$ cat config.mk
export PLATFORM = sky130hd
export DESIGN_NAME = dpc_datapath
export DESIGN_NICKNAME = d
export VERILOG_FILES = /design/src/rtl/dpc_pkg.sv /design/src/rtl/dpc_datapath.sv
export SDC_FILE = /design/constraint.sdc
export NUM_CORES = 1
export LEC_CHECK = 0
export ABC_AREA = 1
export BUFFER_PORTS_ARGS = -buffer_cell sky130_fd_sc_hd__buf_2
export CAP_MARGIN = 5
export CORE_MARGIN = 3
export CORE_UTILIZATION = 30
export DETAILED_ROUTE_END_ITERATION = 8
export GPL_TIMING_DRIVEN = 0
export MAX_ROUTING_LAYER = met4
export RECOVER_POWER = 100
export SYNTH_ARGS = -nofsm -noshare
export SYNTH_HDL_FRONTEND = slang
export SYNTH_SLANG_ARGS = --single-unit
$ cat constraint.sdc
create_clock -name ref_clk_i -period 3.6 [get_ports ref_clk_i]
set_clock_uncertainty 0.1 [all_clocks]
set_input_delay 0.18 -clock ref_clk_i [delete_from_list [all_inputs] [get_ports ref_clk_i]]
set_output_delay 0.18 -clock ref_clk_i [all_outputs]
set_load 0.02 [all_outputs]
$ cat src/rtl/dpc_pkg.sv
package dpc_pkg;
    localparam int unsigned ADDR_W       = 8;
    localparam int unsigned OUT_W        = 20;
    localparam int unsigned PAT_W        = 20;
    // register indices; byte address is four times the index
    localparam logic [5:0]  IDX_PAT_LOW  = 6'h20;
    localparam logic [5:0]  IDX_PAT_MID  = 6'h21;
    localparam logic [5:0]  IDX_PAT_HIGH = 6'h22;
    localparam logic [5:0]  IDX_DSP_CTL  = 6'h24;
    localparam logic [5:0]  IDX_DEC_CTL  = 6'h25;
    localparam logic [5:0]  IDX_GAIN     = 6'h26;
    // reset values
    localparam logic [7:0]  RST_PAT_LOW  = 8'h00;
    localparam logic [7:0]  RST_PAT_MID  = 8'hfc;
    localparam logic [7:0]  RST_PAT_HIGH = 8'h0f;
    localparam logic [7:0]  RST_DSP_CTL  = 8'h00;
    localparam logic [7:0]  RST_DEC_CTL  = 8'h00;
    localparam logic [7:0]  RST_GAIN     = 8'h00;
    // writable bit masks; all other bits are reserved
    localparam logic [7:0]  MSK_PAT_HIGH = 8'h4f;
    localparam logic [7:0]  MSK_DSP_CTL  = 8'h3e;
    localparam logic [7:0]  MSK_DEC_CTL  = 8'hf8;
    localparam logic [7:0]  MSK_GAIN     = 8'hee;
    // field positions
    localparam int unsigned POS_SCRAMBLE = 6;
    localparam int unsigned POS_AVERAGE  = 5;
    localparam int unsigned POS_INP_SEL  = 3;
    localparam int unsigned POS_DSP_EN   = 2;
    localparam int unsigned POS_DC_EN    = 1;
    localparam int unsigned POS_MUX_EN   = 7;
    localparam int unsigned POS_DEC_RAT  = 4;
    localparam int unsigned POS_REAL     = 3;
    localparam int unsigned POS_GAIN0    = 6;
    localparam int unsigned POS_OSC0_RST = 5;
    localparam int unsigned POS_GAIN1    = 2;
    localparam int unsigned POS_OSC1_RST = 1;
    localparam logic [1:0]  GAIN_6DB     = 2'h2;
    localparam logic [2:0]  DEC_MAX_CODE = 3'h5;
    localparam logic [14:0] SCR_SEED     = 15'h7fff;

    typedef struct packed {
        logic [OUT_W-1:0] s1;
        logic [OUT_W-1:0] s0;
    } dpc_pair_s;
endpackage : dpc_pkg

$ cat src/rtl/dpc_datapath.sv
`timescale 1ns/1ps
// Contract
// [RULE_01] bit 6 of the third pattern register turns the output scrambler on, meant for 2-wire mode only.
// [RULE_02] the scrambler acts only while the dsp path is enabled, otherwise data leaves unscrambled.
// [RULE_03] a 20-bit frame pattern spans three registers (19:16, 15:8, 7:0) and resets to 0xffc00.
// [RULE_04] software picks the frame pattern from the table of output mode and resolution.
// [RULE_05] the averaging enable at dsp control bit 5 averages channels a and b, else it is bypassed.
// [RULE_06] the 2-bit input select routes a/b, a/a, b/b or average/average to the two converters.
// [RULE_07] the input select only counts while the input mux enable at decimation bit 7 is set.
// [RULE_08] dsp control bit 2 enables the dsp path and resets to disabled.
// [RULE_09] dsp control bit 1 enables both downconverters and resets to disabled.
// [RULE_10] decimation bits 6:4 select none, 2, 4, 8, 16 or 32; other codes are undefined.
// [RULE_11] decimation bit 3 selects complex (0) or real (1) mode for both converters.
// [RULE_12] each converter has a gain field where 00 adds nothing and 10 adds 6 dB.
// [RULE_13] toggling an oscillator reset bit clears that phase and loads the frequency word.
// [RULE_14] reserved bits are written as zero by software and kept at zero by the device.
module dpc_datapath
    import dpc_pkg::*;
#(
    parameter int unsigned SAMPLE_W = 18
) (
    input  wire logic                ref_clk_i,
    input  wire logic                rstn_i,
    input  wire logic [ADDR_W-1:0]   avs_address_i,
    input  wire logic                avs_read_i,
    input  wire logic                avs_write_i,
    input  wire logic [31:0]         avs_writedata_i,
    input  wire logic [3:0]          avs_byteenable_i,
    output logic      [31:0]         avs_readdata_o,
    output logic                     avs_waitrequest_o,
    input  wire logic [SAMPLE_W-1:0] chan_a_i,
    input  wire logic [SAMPLE_W-1:0] chan_b_i,
    input  wire logic                in_valid_i,
    output logic                     in_ready_o,
    input  wire logic [31:0]         frequency_word_0_i,
    input  wire logic [31:0]         frequency_word_1_i,
    output dpc_pair_s                out_data_o,
    output logic                     out_valid_o,
    input  wire logic                out_ready_i,
    output logic      [PAT_W-1:0]    frame_pattern_o,
    output logic                     real_complex_select_o,
    output logic      [31:0]         osc0_phase_o,
    output logic      [31:0]         osc1_phase_o
);
    if (SAMPLE_W < 2 || SAMPLE_W > OUT_W - 1) begin : g_chk
        $error("dpc_datapath: SAMPLE_W must lie in 2..19");
    end

    logic [7:0]  pat_low_q;
    logic [7:0]  pat_mid_q;
    logic [7:0]  pat_high_q;
    logic [7:0]  dsp_ctl_q;
    logic [7:0]  dec_ctl_q;
    logic [7:0]  gain_q;
    logic        ack_q;
    logic [31:0] rdata_q;
    logic [7:0]  rd_val;
    logic        hit;
    logic [5:0]  idx;
    logic        wr_en;

    // avalon slave: one wait cycle per access, traded for registered read data
    assign idx               = avs_address_i[7:2];
    assign hit               = (avs_address_i[1:0] == 2'h0);
    assign avs_waitrequest_o = (avs_read_i | avs_write_i) & ~ack_q;
    assign avs_readdata_o    = rdata_q;
    assign wr_en             = avs_write_i & ack_q & hit & avs_byteenable_i[0];

    always_ff @(posedge ref_clk_i or negedge rstn_i) begin
        if (!rstn_i) begin
            ack_q <= 1'b0;
        end else begin
            ack_q <= (avs_read_i | avs_write_i) & ~ack_q;
        end
    end

    always_comb begin
        rd_val = 8'h00;
        if (hit) begin
            unique case (idx)
                IDX_PAT_LOW:  rd_val = pat_low_q;
                IDX_PAT_MID:  rd_val = pat_mid_q;
                IDX_PAT_HIGH: rd_val = pat_high_q;
                IDX_DSP_CTL:  rd_val = dsp_ctl_q;
                IDX_DEC_CTL:  rd_val = dec_ctl_q;
                IDX_GAIN:     rd_val = gain_q;
                default:      rd_val = 8'h00;
            endcase
        end
    end

    // read data captured in the wait cycle so it stands at the releasing edge
    always_ff @(posedge ref_clk_i or negedge rstn_i) begin
        if (!rstn_i) begin
            rdata_q <= 32'h0000_0000;
        end else if (avs_read_i && !ack_q) begin
            rdata_q <= {24'h00_0000, rd_val};
        end
    end

    always_ff @(posedge ref_clk_i or negedge rstn_i) begin
        if (!rstn_i) begin
            pat_low_q  <= RST_PAT_LOW; // [RULE_03]
            pat_mid_q  <= RST_PAT_MID; // [RULE_03]
            pat_high_q <= RST_PAT_HIGH; // [RULE_03]
            dsp_ctl_q  <= RST_DSP_CTL; // [RULE_08] [RULE_09]
            dec_ctl_q  <= RST_DEC_CTL;
            gain_q     <= RST_GAIN;
        end else if (wr_en) begin
            unique case (idx)
                IDX_PAT_LOW:  pat_low_q  <= avs_writedata_i[7:0];
                IDX_PAT_MID:  pat_mid_q  <= avs_writedata_i[7:0];
                IDX_PAT_HIGH: pat_high_q <= avs_writedata_i[7:0] & MSK_PAT_HIGH; // [RULE_14]
                IDX_DSP_CTL:  dsp_ctl_q  <= avs_writedata_i[7:0] & MSK_DSP_CTL; // [RULE_14]
                IDX_DEC_CTL:  dec_ctl_q  <= avs_writedata_i[7:0] & MSK_DEC_CTL; // [RULE_14]
                IDX_GAIN:     gain_q     <= avs_writedata_i[7:0] & MSK_GAIN; // [RULE_14]
                default:      ;
            endcase
        end
    end

    // control fields
    logic       scrambler_enable;
    logic       averaging_enable;
    logic [1:0] downconverter_input_select;
    logic       dsp_enable;
    logic       downconverters_enable;
    logic       input_mux_enable;
    logic [2:0] decimation_ratio;
    logic       real_complex_select;
    logic [1:0] converter0_gain;
    logic [1:0] converter1_gain;

    assign scrambler_enable           = pat_high_q[POS_SCRAMBLE]; // [RULE_01]
    assign averaging_enable           = dsp_ctl_q[POS_AVERAGE]; // [RULE_05]
    assign downconverter_input_select = dsp_ctl_q[POS_INP_SEL +: 2];
    assign dsp_enable                 = dsp_ctl_q[POS_DSP_EN]; // [RULE_08]
    assign downconverters_enable      = dsp_ctl_q[POS_DC_EN]; // [RULE_09]
    assign input_mux_enable           = dec_ctl_q[POS_MUX_EN];
    assign decimation_ratio           = dec_ctl_q[POS_DEC_RAT +: 3];
    assign real_complex_select        = dec_ctl_q[POS_REAL]; // [RULE_11]
    assign converter0_gain            = gain_q[POS_GAIN0 +: 2];
    assign converter1_gain            = gain_q[POS_GAIN1 +: 2];

    always_ff @(posedge ref_clk_i or negedge rstn_i) begin
        if (!rstn_i) begin
            frame_pattern_o       <= {RST_PAT_HIGH[3:0], RST_PAT_MID, RST_PAT_LOW};
            real_complex_select_o <= 1'b0;
        end else begin
            frame_pattern_o       <= {pat_high_q[3:0], pat_mid_q, pat_low_q}; // [RULE_03]
            real_complex_select_o <= real_complex_select; // [RULE_11]
        end
    end

    // sample path
    logic signed [OUT_W-1:0] a_ext;
    logic signed [OUT_W-1:0] b_ext;
    logic signed [OUT_W:0]   sum;
    logic signed [OUT_W-1:0] avg_out;
    logic signed [OUT_W-1:0] dc0_in;
    logic signed [OUT_W-1:0] dc1_in;
    logic signed [OUT_W-1:0] dc0_g;
    logic signed [OUT_W-1:0] dc1_g;
    dpc_pair_s               word;
    logic                    take;
    logic                    push;
    logic                    fifo_full;
    logic [4:0]              dec_cnt_q;
    logic [4:0]              dec_last;
    logic [14:0]             lfsr_q;

    assign a_ext = OUT_W'($signed(chan_a_i));
    assign b_ext = OUT_W'($signed(chan_b_i));
    assign sum   = (OUT_W+1)'(a_ext) + (OUT_W+1)'(b_ext);
    // bypassed averager hands channel a through unchanged
    assign avg_out = averaging_enable ? sum[OUT_W:1] : a_ext; // [RULE_05]

    always_comb begin
        dc0_in = a_ext;
        dc1_in = b_ext;
        if (input_mux_enable) begin // [RULE_07]
            unique case (downconverter_input_select) // [RULE_06]
                2'h0: begin
                    dc0_in = a_ext;
                    dc1_in = b_ext;
                end
                2'h1: begin
                    dc0_in = a_ext;
                    dc1_in = a_ext;
                end
                2'h2: begin
                    dc0_in = b_ext;
                    dc1_in = b_ext;
                end
                2'h3: begin
                    dc0_in = avg_out;
                    dc1_in = avg_out;
                end
            endcase
        end
    end

    // 6 dB is a one-bit left shift; headroom comes from the spare output bit
    assign dc0_g = (converter0_gain == GAIN_6DB) ? (dc0_in <<< 1) : dc0_in; // [RULE_12]
    assign dc1_g = (converter1_gain == GAIN_6DB) ? (dc1_in <<< 1) : dc1_in; // [RULE_12]

    // undefined ratio codes fall back to no decimation
    assign dec_last = (decimation_ratio > DEC_MAX_CODE) ? 5'h00
                    : 5'((6'h01 << decimation_ratio) - 6'h01); // [RULE_10]

    always_comb begin
        if (!dsp_enable) begin
            word = {b_ext, a_ext}; // [RULE_02]
        end else begin
            word = {dc1_g, dc0_g};
            if (scrambler_enable) begin // [RULE_01] [RULE_02]
                word = word ^ {lfsr_q[4:0], lfsr_q, lfsr_q[4:0], lfsr_q};
            end
        end
    end

    assign in_ready_o = ~fifo_full;
    assign take       = in_valid_i & ~fifo_full;
    assign push       = take & (!dsp_enable || !downconverters_enable
                                || dec_cnt_q == dec_last); // [RULE_09] [RULE_10]

    always_ff @(posedge ref_clk_i or negedge rstn_i) begin
        if (!rstn_i) begin
            dec_cnt_q <= 5'h00;
        end else if (!dsp_enable || !downconverters_enable) begin
            dec_cnt_q <= 5'h00;
        end else if (take) begin
            dec_cnt_q <= (dec_cnt_q >= dec_last) ? 5'h00 : dec_cnt_q + 5'h01; // [RULE_10]
        end
    end

    // x^15 + x^14 + 1 sequence, advanced once per scrambled output word
    always_ff @(posedge ref_clk_i or negedge rstn_i) begin
        if (!rstn_i) begin
            lfsr_q <= SCR_SEED;
        end else if (push && dsp_enable && scrambler_enable) begin
            lfsr_q <= {lfsr_q[13:0], lfsr_q[14] ^ lfsr_q[13]};
        end
    end

    // oscillators
    logic [1:0]  osc_rst_prev_q;
    logic [1:0]  osc_rst_tgl;
    logic [31:0] fw0_q;
    logic [31:0] fw1_q;
    logic        osc_run;

    assign osc_rst_tgl = {gain_q[POS_OSC1_RST], gain_q[POS_OSC0_RST]} ^ osc_rst_prev_q; // [RULE_13]
    assign osc_run     = take & dsp_enable & downconverters_enable;

    always_ff @(posedge ref_clk_i or negedge rstn_i) begin
        if (!rstn_i) begin
            osc_rst_prev_q <= 2'h0;
        end else begin
            osc_rst_prev_q <= {gain_q[POS_OSC1_RST], gain_q[POS_OSC0_RST]};
        end
    end

    always_ff @(posedge ref_clk_i or negedge rstn_i) begin
        if (!rstn_i) begin
            fw0_q        <= 32'h0000_0000;
            osc0_phase_o <= 32'h0000_0000;
        end else if (osc_rst_tgl[0]) begin
            fw0_q        <= frequency_word_0_i; // [RULE_13]
            osc0_phase_o <= 32'h0000_0000;
        end else if (osc_run) begin
            osc0_phase_o <= osc0_phase_o + fw0_q;
        end
    end

    always_ff @(posedge ref_clk_i or negedge rstn_i) begin
        if (!rstn_i) begin
            fw1_q        <= 32'h0000_0000;
            osc1_phase_o <= 32'h0000_0000;
        end else if (osc_rst_tgl[1]) begin
            fw1_q        <= frequency_word_1_i; // [RULE_13]
            osc1_phase_o <= 32'h0000_0000;
        end else if (osc_run) begin
            osc1_phase_o <= osc1_phase_o + fw1_q;
        end
    end

    // two-entry output buffer
    dpc_pair_s mem_q [2];
    logic      wr_ptr_q;
    logic      rd_ptr_q;
    logic [1:0] cnt_q;
    logic      pop;

    assign fifo_full   = (cnt_q == 2'h2);
    assign out_valid_o = (cnt_q != 2'h0);
    assign pop         = out_valid_o & out_ready_i;
    assign out_data_o  = mem_q[rd_ptr_q];

    always_ff @(posedge ref_clk_i or negedge rstn_i) begin
        if (!rstn_i) begin
            mem_q[0] <= '0;
            mem_q[1] <= '0;
        end else if (push) begin
            mem_q[wr_ptr_q] <= word;
        end
    end

    always_ff @(posedge ref_clk_i or negedge rstn_i) begin
        if (!rstn_i) begin
            wr_ptr_q <= 1'b0;
            rd_ptr_q <= 1'b0;
            cnt_q    <= 2'h0;
        end else begin
            if (push) begin
                wr_ptr_q <= ~wr_ptr_q;
            end
            if (pop) begin
                rd_ptr_q <= ~rd_ptr_q;
            end
            if (push && !pop) begin
                cnt_q <= cnt_q + 2'h1;
            end else if (pop && !push) begin
                cnt_q <= cnt_q - 2'h1;
            end
        end
    end
endmodule : dpc_datapath

## Word level (Yosys, flattened, before mapping)

Index checks and enable logic that the tools add are counted.

| operators by class | value |
|---|---|
| add/subtract/negate cells | 7 |
| $mul | 0 |
| divide/modulo/power cells | 0 |
| order comparisons | 5 |
| equal/unequal tests | 13 |
| shift operators | 1 |
| multiplexer cells | 27 |
| bitwise logic cells | 19 |
| reduce and logical (&&, ||, !) cells | 28 |

Operator list:

| cell | count |
|---|---|
| $mux 40 | 6 |
| $mux 32 | 4 |
| $pmux 20 s3 | 2 |
| $mux 20 | 5 |
| $bwmux 80 | 1 |
| $add 32x32->32 | 2 |
| $pmux 8 s6 | 1 |
| $demux 40 s1 | 1 |
| $xor 40x40->40 | 1 |
| $eq 6x6->1 const B | 6 |
| $mux 5 | 4 |
| $add 18x18->19 | 1 |
| $reduce_and 2->1 | 6 |
| $eq 2x2->1 const B | 5 |
| $reduce_bool 2->1 | 5 |
| $and 1x1->1 | 9 |
| $mux 8 | 1 |
| $logic_and 1x1->1 | 6 |
| $add 5x1->5 const B | 1 |
| $eq 5x5->1 | 1 |
| $ge 5x5->1 | 1 |
| $logic_not 1->1 | 5 |
| $shl 1x3->5 const A | 1 |
| $sub 5x1->5 const B | 1 |
| other kinds (15) | 24 |

| storage, ports and cells | value |
|---|---|
| bits in registers | 301 |
| latch bits | 0 |
| memory bits (writable) | 0 |
| memory bits (read-only) | 0 |
| output and inout bits | 160 |
| memories | 0 |

## Logic depth before layout (Yosys ltp)

| depth | value |
|---|---|
| word-level depth | 10 |
| depth in mapped cells | 20 |
| gate-level depth less buffers | 20 |

## Worst setup path after synthesis

No wires, ideal clock.

| path | value |
|---|---|
| path kind | reg-to-reg |
| start point | reg dec_ctl_q[5] |
| end point | reg mem_q[68] (netlist name) |
| data arrival time | 2.529 ns |
| required time | 3.382 ns |
| path slack | 0.854 ns |
| stages on the path, launching flop included | 17 |
| path through | dfrtp_1 > inv_1 > ha_1 > or4_1 > nand3_1 > ha_1 > nand3_1 > inv_1 > nand2_1 > a21oi_2 > inv_2 > nor2_4 > inv_1 > buf_2 > clkbuf_1 > nand2_1 > nand2_1 |

| on the way | value |
|---|---|
| word-level cells in the longest chain between the ends | 6 |

Ends and longest elaborated chain:

| what | line | text |
|---|---|---|
| start: declaration | dpc_datapath.sv:53 | `logic [7:0] dec_ctl_q;` |
| start signal: assignment | dpc_datapath.sv:115 | `IDX_DEC_CTL: dec_ctl_q <= avs_writedata_i[7:0] & MSK_DEC_CTL;` |
| $shl 1x3->5 | dpc_datapath.sv:209 | `: 5'((6'h01 << decimation_ratio) - 6'h01);` |
| $sub 5x1->5 | dpc_datapath.sv:209 |  |
| $mux 5 * | dpc_datapath.sv:208 | `assign dec_last = (decimation_ratio > DEC_MAX_CODE) ? 5'h00` |
| $eq 5x5->1 * | dpc_datapath.sv:225 | `\|\| dec_cnt_q == dec_last);` |
| $logic_or 1x1->1 * | dpc_datapath.sv:225 |  |
| $and 1x1->1 * | dpc_datapath.sv:224 | `assign push = take & (!dsp_enable \|\| !downconverters_enable` |
| via push | dpc_datapath.sv:166 | `logic push;` |
| end signal: indexed assignment | dpc_datapath.sv:305 | `mem_q[wr_ptr_q] <= word;` |
| end: declaration | dpc_datapath.sv:289 | `dpc_pair_s mem_q [2];` |

The timed path passes the listed nets; every way through them passes the cells marked *.
A chain may end at the register's enable or synchronous reset.

## Worst setup path in the final report

Same ends and word-level chain as after synthesis.

==> impl_results.md <==
- Max VDD drop: 0.331 mV
- Status: finished, violations left
- Met2 routed WL: between 30 and 40 mm
- Clock slew at reported path FFs: around 60 ps
- Fin. max-slew vios: between 60 and 70
- Post-route ant nets: 0
- Cell count after synthesis: ~2.6k
- Post-route cell area: 0.0236 sq mm
- Via Count: 18.6k
- Die span in y: 259 um
- DRC viols: 0
- Most used DFF post-synth: dfrtp_1
- Routed len/inst: 17.1 um
- Final min period: 3250 ps
- Layout cells sized above 1: 0.123
- Placed cell area: 0.0216 sq mm
- Clock sink count: 301
- Post-synthesis mux area share: 0.0188
- Die width: 259 um
- CTS root buf: clkbuf_16
- Final WL: 66.0 mm
- GRT Util Overall: 0.200
- Worst path slowest cell: or4_1
- Core area: 0.0624 sq mm
- Startpoint class of the critical path: register
- CTS tree: yes
- Largest net degree at the start of global routing: 121
- Worst skew pair latency: 540 ps
- Total I/O pin count: 310
- GRT overflow: 0
- Largest family of logic cells by synthesized area: simple AND/OR/NAND/NOR gates
- Seq/Total Area, Yosys: 0.396
- Yosys warnings: 0
- RSZ-0062 raised after global routing: no
- DRT iter0 DRCs: 1312
- Area of the mapped netlist: 0.0191 sq mm
- # Post-CTS Setup Buffers: 0
- Wl on met1: approximately 29 mm
- Critical path endpoint category: register
- Antenna diode count: 0
- EDFF count, synth: 0
- Vias in the first global route: 18.0k
- Top Layer Used: met4
- Synth Area in Simple Gates: 0.303
- First-pass GRT wire length: 103 mm
- Synth Area in Compound Gates: 0.134
- Pwr dens: between 500 and 600 mW/mm^2
- Average instance area after synthesis: 7.38 sq um
- Clock Tree Buf Depth: 3
- # nets final: roughly 3.3k
- Buffers on Ports: 258
- Final hold vios: 0
- Synth cell types: 59
- Failing checks: max-capacitance violations, max-slew violations
- CTS H-tree lvls: 2
- Area growth, synth to finish: 23.1%
- Adder-cell share of the synthesized area: 0.0626
- Pre-antenna DRT Iters: 5
- DIE AREA: about 0.067 sq mm
- Initial Utilization: 0.307
- Crit path cell chain: inv_1, ha_1, or4_1, nand3_1, ha_1, nand3_1, inv_1, nand2_1, a21oi_4, inv_2, nor2_4, inv_1, buf_2, clkbuf_2, nand2_1, nand2_1
- Met3 WL: slightly above 4 mm
- Worst-path fanout max: 10
- Worst path arrival time: 3580 ps
- Gpl congestion: 0.956
- Total power: 11.9 mW
- Row Count: 91
- Final setup vio count: 0
- Fin worst setup slack: about 350 ps
- Initial antenna violation count: 0
- Most frequent cells in the layout: nand2_1 (945), dfrtp_1 (266), nand3_1 (233)
- Mean number of vias per cell: slightly below 5
- Worst slack, placed: a little over 80 ps
- Worst Path Required: a little under 4000 ps
- Seq cells post-synth: 301
- Ys async rst share: 1.00
- Max transition margin: -0.239
- Commonest non-fill, non-tap cell in the layout: nand2_1
- Worst slew pin tran: 1860 ps
- TNS Setup: 0 ps
- Final period utilization: 0.904
- Tightest Hold Check Type: input port to register
- Slowest cell delay on critical path: 500 ps
- CP Class: register to register
- Num CTS Buffers: 37
- Fmax: 0.307 GHz
- XOR/XNOR Fraction of Synth Area: 0.00916
- Max Cap Viol: 1
- Fillers: 6705
- Detail Placement HPWL: 51.6 mm
- LEAKAGE: between 10 and 15 nW
==> layer usage <==
metal,up-vias,GRT usage
li1,9350,-
met2,504,0.327
met1,8671,0.254
met5,-,-
met3,82,0.0361
met4,0,0.0557
==> layout make-up <==
type	instances	area, sq um	area share
Buffer	101	579	0.0246
Multi-Input combinational cell	1990	10200	0.433
Sequential cell	301	7580	0.322
Timing Repair Buffer	353	2110	0.0894
Clock buffer	53	1090	0.0461
Tap cell	837	1050	0.0444
Clock inverter	12	135	0.00573
Inverter	223	837	0.0355
==> path summary, 6_finish.rpt <==
check	startpoint	endpoint	slack, ps	cells after the start
max in group asynchronous	rstn_i	fw0_q[10]	1350	3
min reg2reg	pat_high_q[0]	frame_pattern_o[16]	280	0
min	chan_a_i[13]	mem_q[13]	50	5
min in group asynchronous	rstn_i	mem_q[34]	570	2
max reg2reg	dec_ctl_q[5]	mem_q[68]	350	16
max	dec_ctl_q[5]	mem_q[68]	350	16
==> critical path, delay by kind of cell, from the launching register on <==
kind / cells / cell delay, ps
AND/OR/NAND/NOR: 7 / 1100
buffers and inverters: 6 / 820
AO/OA/AOI/OAI: 1 / 270
flip-flops: 1 / 470
adder cells (fa/ha/maj): 2 / 370
==> synth_stat cells (7+ instances only) <==
cell | instances | area, sq um
clkbuf_8 | 9 | 124
ha_1 | 91 | 1140
a31oi_1 | 15 | 93.8
o31ai_1 | 7 | 52.6
or2_2 | 12 | 75.1
o21ai_1 | 25 | 125
dfstp_2 | 35 | 920
nor3_1 | 14 | 70.1
a21oi_2 | 7 | 61.3
a22o_1 | 8 | 70.1
a21o_1 | 10 | 75.1
nand3_2 | 16 | 160
o211ai_1 | 11 | 82.6
inv_2 | 15 | 56.3
inv_1 | 203 | 762
clkbuf_1 | 42 | 158
nand2_1 | 945 | 3550
dfrtp_1 | 266 | 6660
nand4_1 | 12 | 75.1
buf_4 | 28 | 210
o21ai_0 | 166 | 831
o21ai_2 | 9 | 78.8
mux2_2 | 32 | 360
nor2_1 | 106 | 398
nand3_1 | 233 | 1170
a21oi_1 | 139 | 696
xor2_1 | 16 | 140
buf_2 | 21 | 105
nand2_2 | 12 | 75.1
==> report_power, final <==
part           total [mW]  switching (mW)  internal (mW)  leakage (nW)
clock network        3.75            1.50           2.25         0.595
registers            4.38           0.358           4.03          3.77
logic                3.76            2.60           1.16          7.73
==> through the flow <==
stage                     utilization  hold slack, ps  instances
after CTS                       0.381            3.34       3870
after floorplan                     -            -216       2615
final                           0.378            52.4       3870
after global routing            0.378            36.1       3870
after detailed placement        0.347            82.8       3712
after global placement          0.346             269       3710
==> timing repair <==
item,4_1_cts,5_1_grt
endpoints found under the setup margin,0,30
endpoints found under the hold margin,202,0
hold buffers,93,0
resized for setup,0,4
==> kinds of logic after synthesis <==
family                     count (synthesis)
AOI/OAI and AO/OA                        442
xor gates and xnor gates                  20
adders and majority gates                 94
buffers and inverters                    324
DFF                                      301
muxes                                     32
other                                      1
and+or+nand+nor                         1378
==> registers in the layout, indices dropped and copies added (netlist names), 6 cells and up <==
register	count
fw1_q	32
fw0_q	32
osc0_phase_o	32
osc1_phase_o	32
gain_q	6
lfsr_q	15
frame_pattern_o	20
mem_q	80
pat_mid_q	8
pat_low_q	8
avs_readdata_o	8
(Power assumes the default switching activity.)
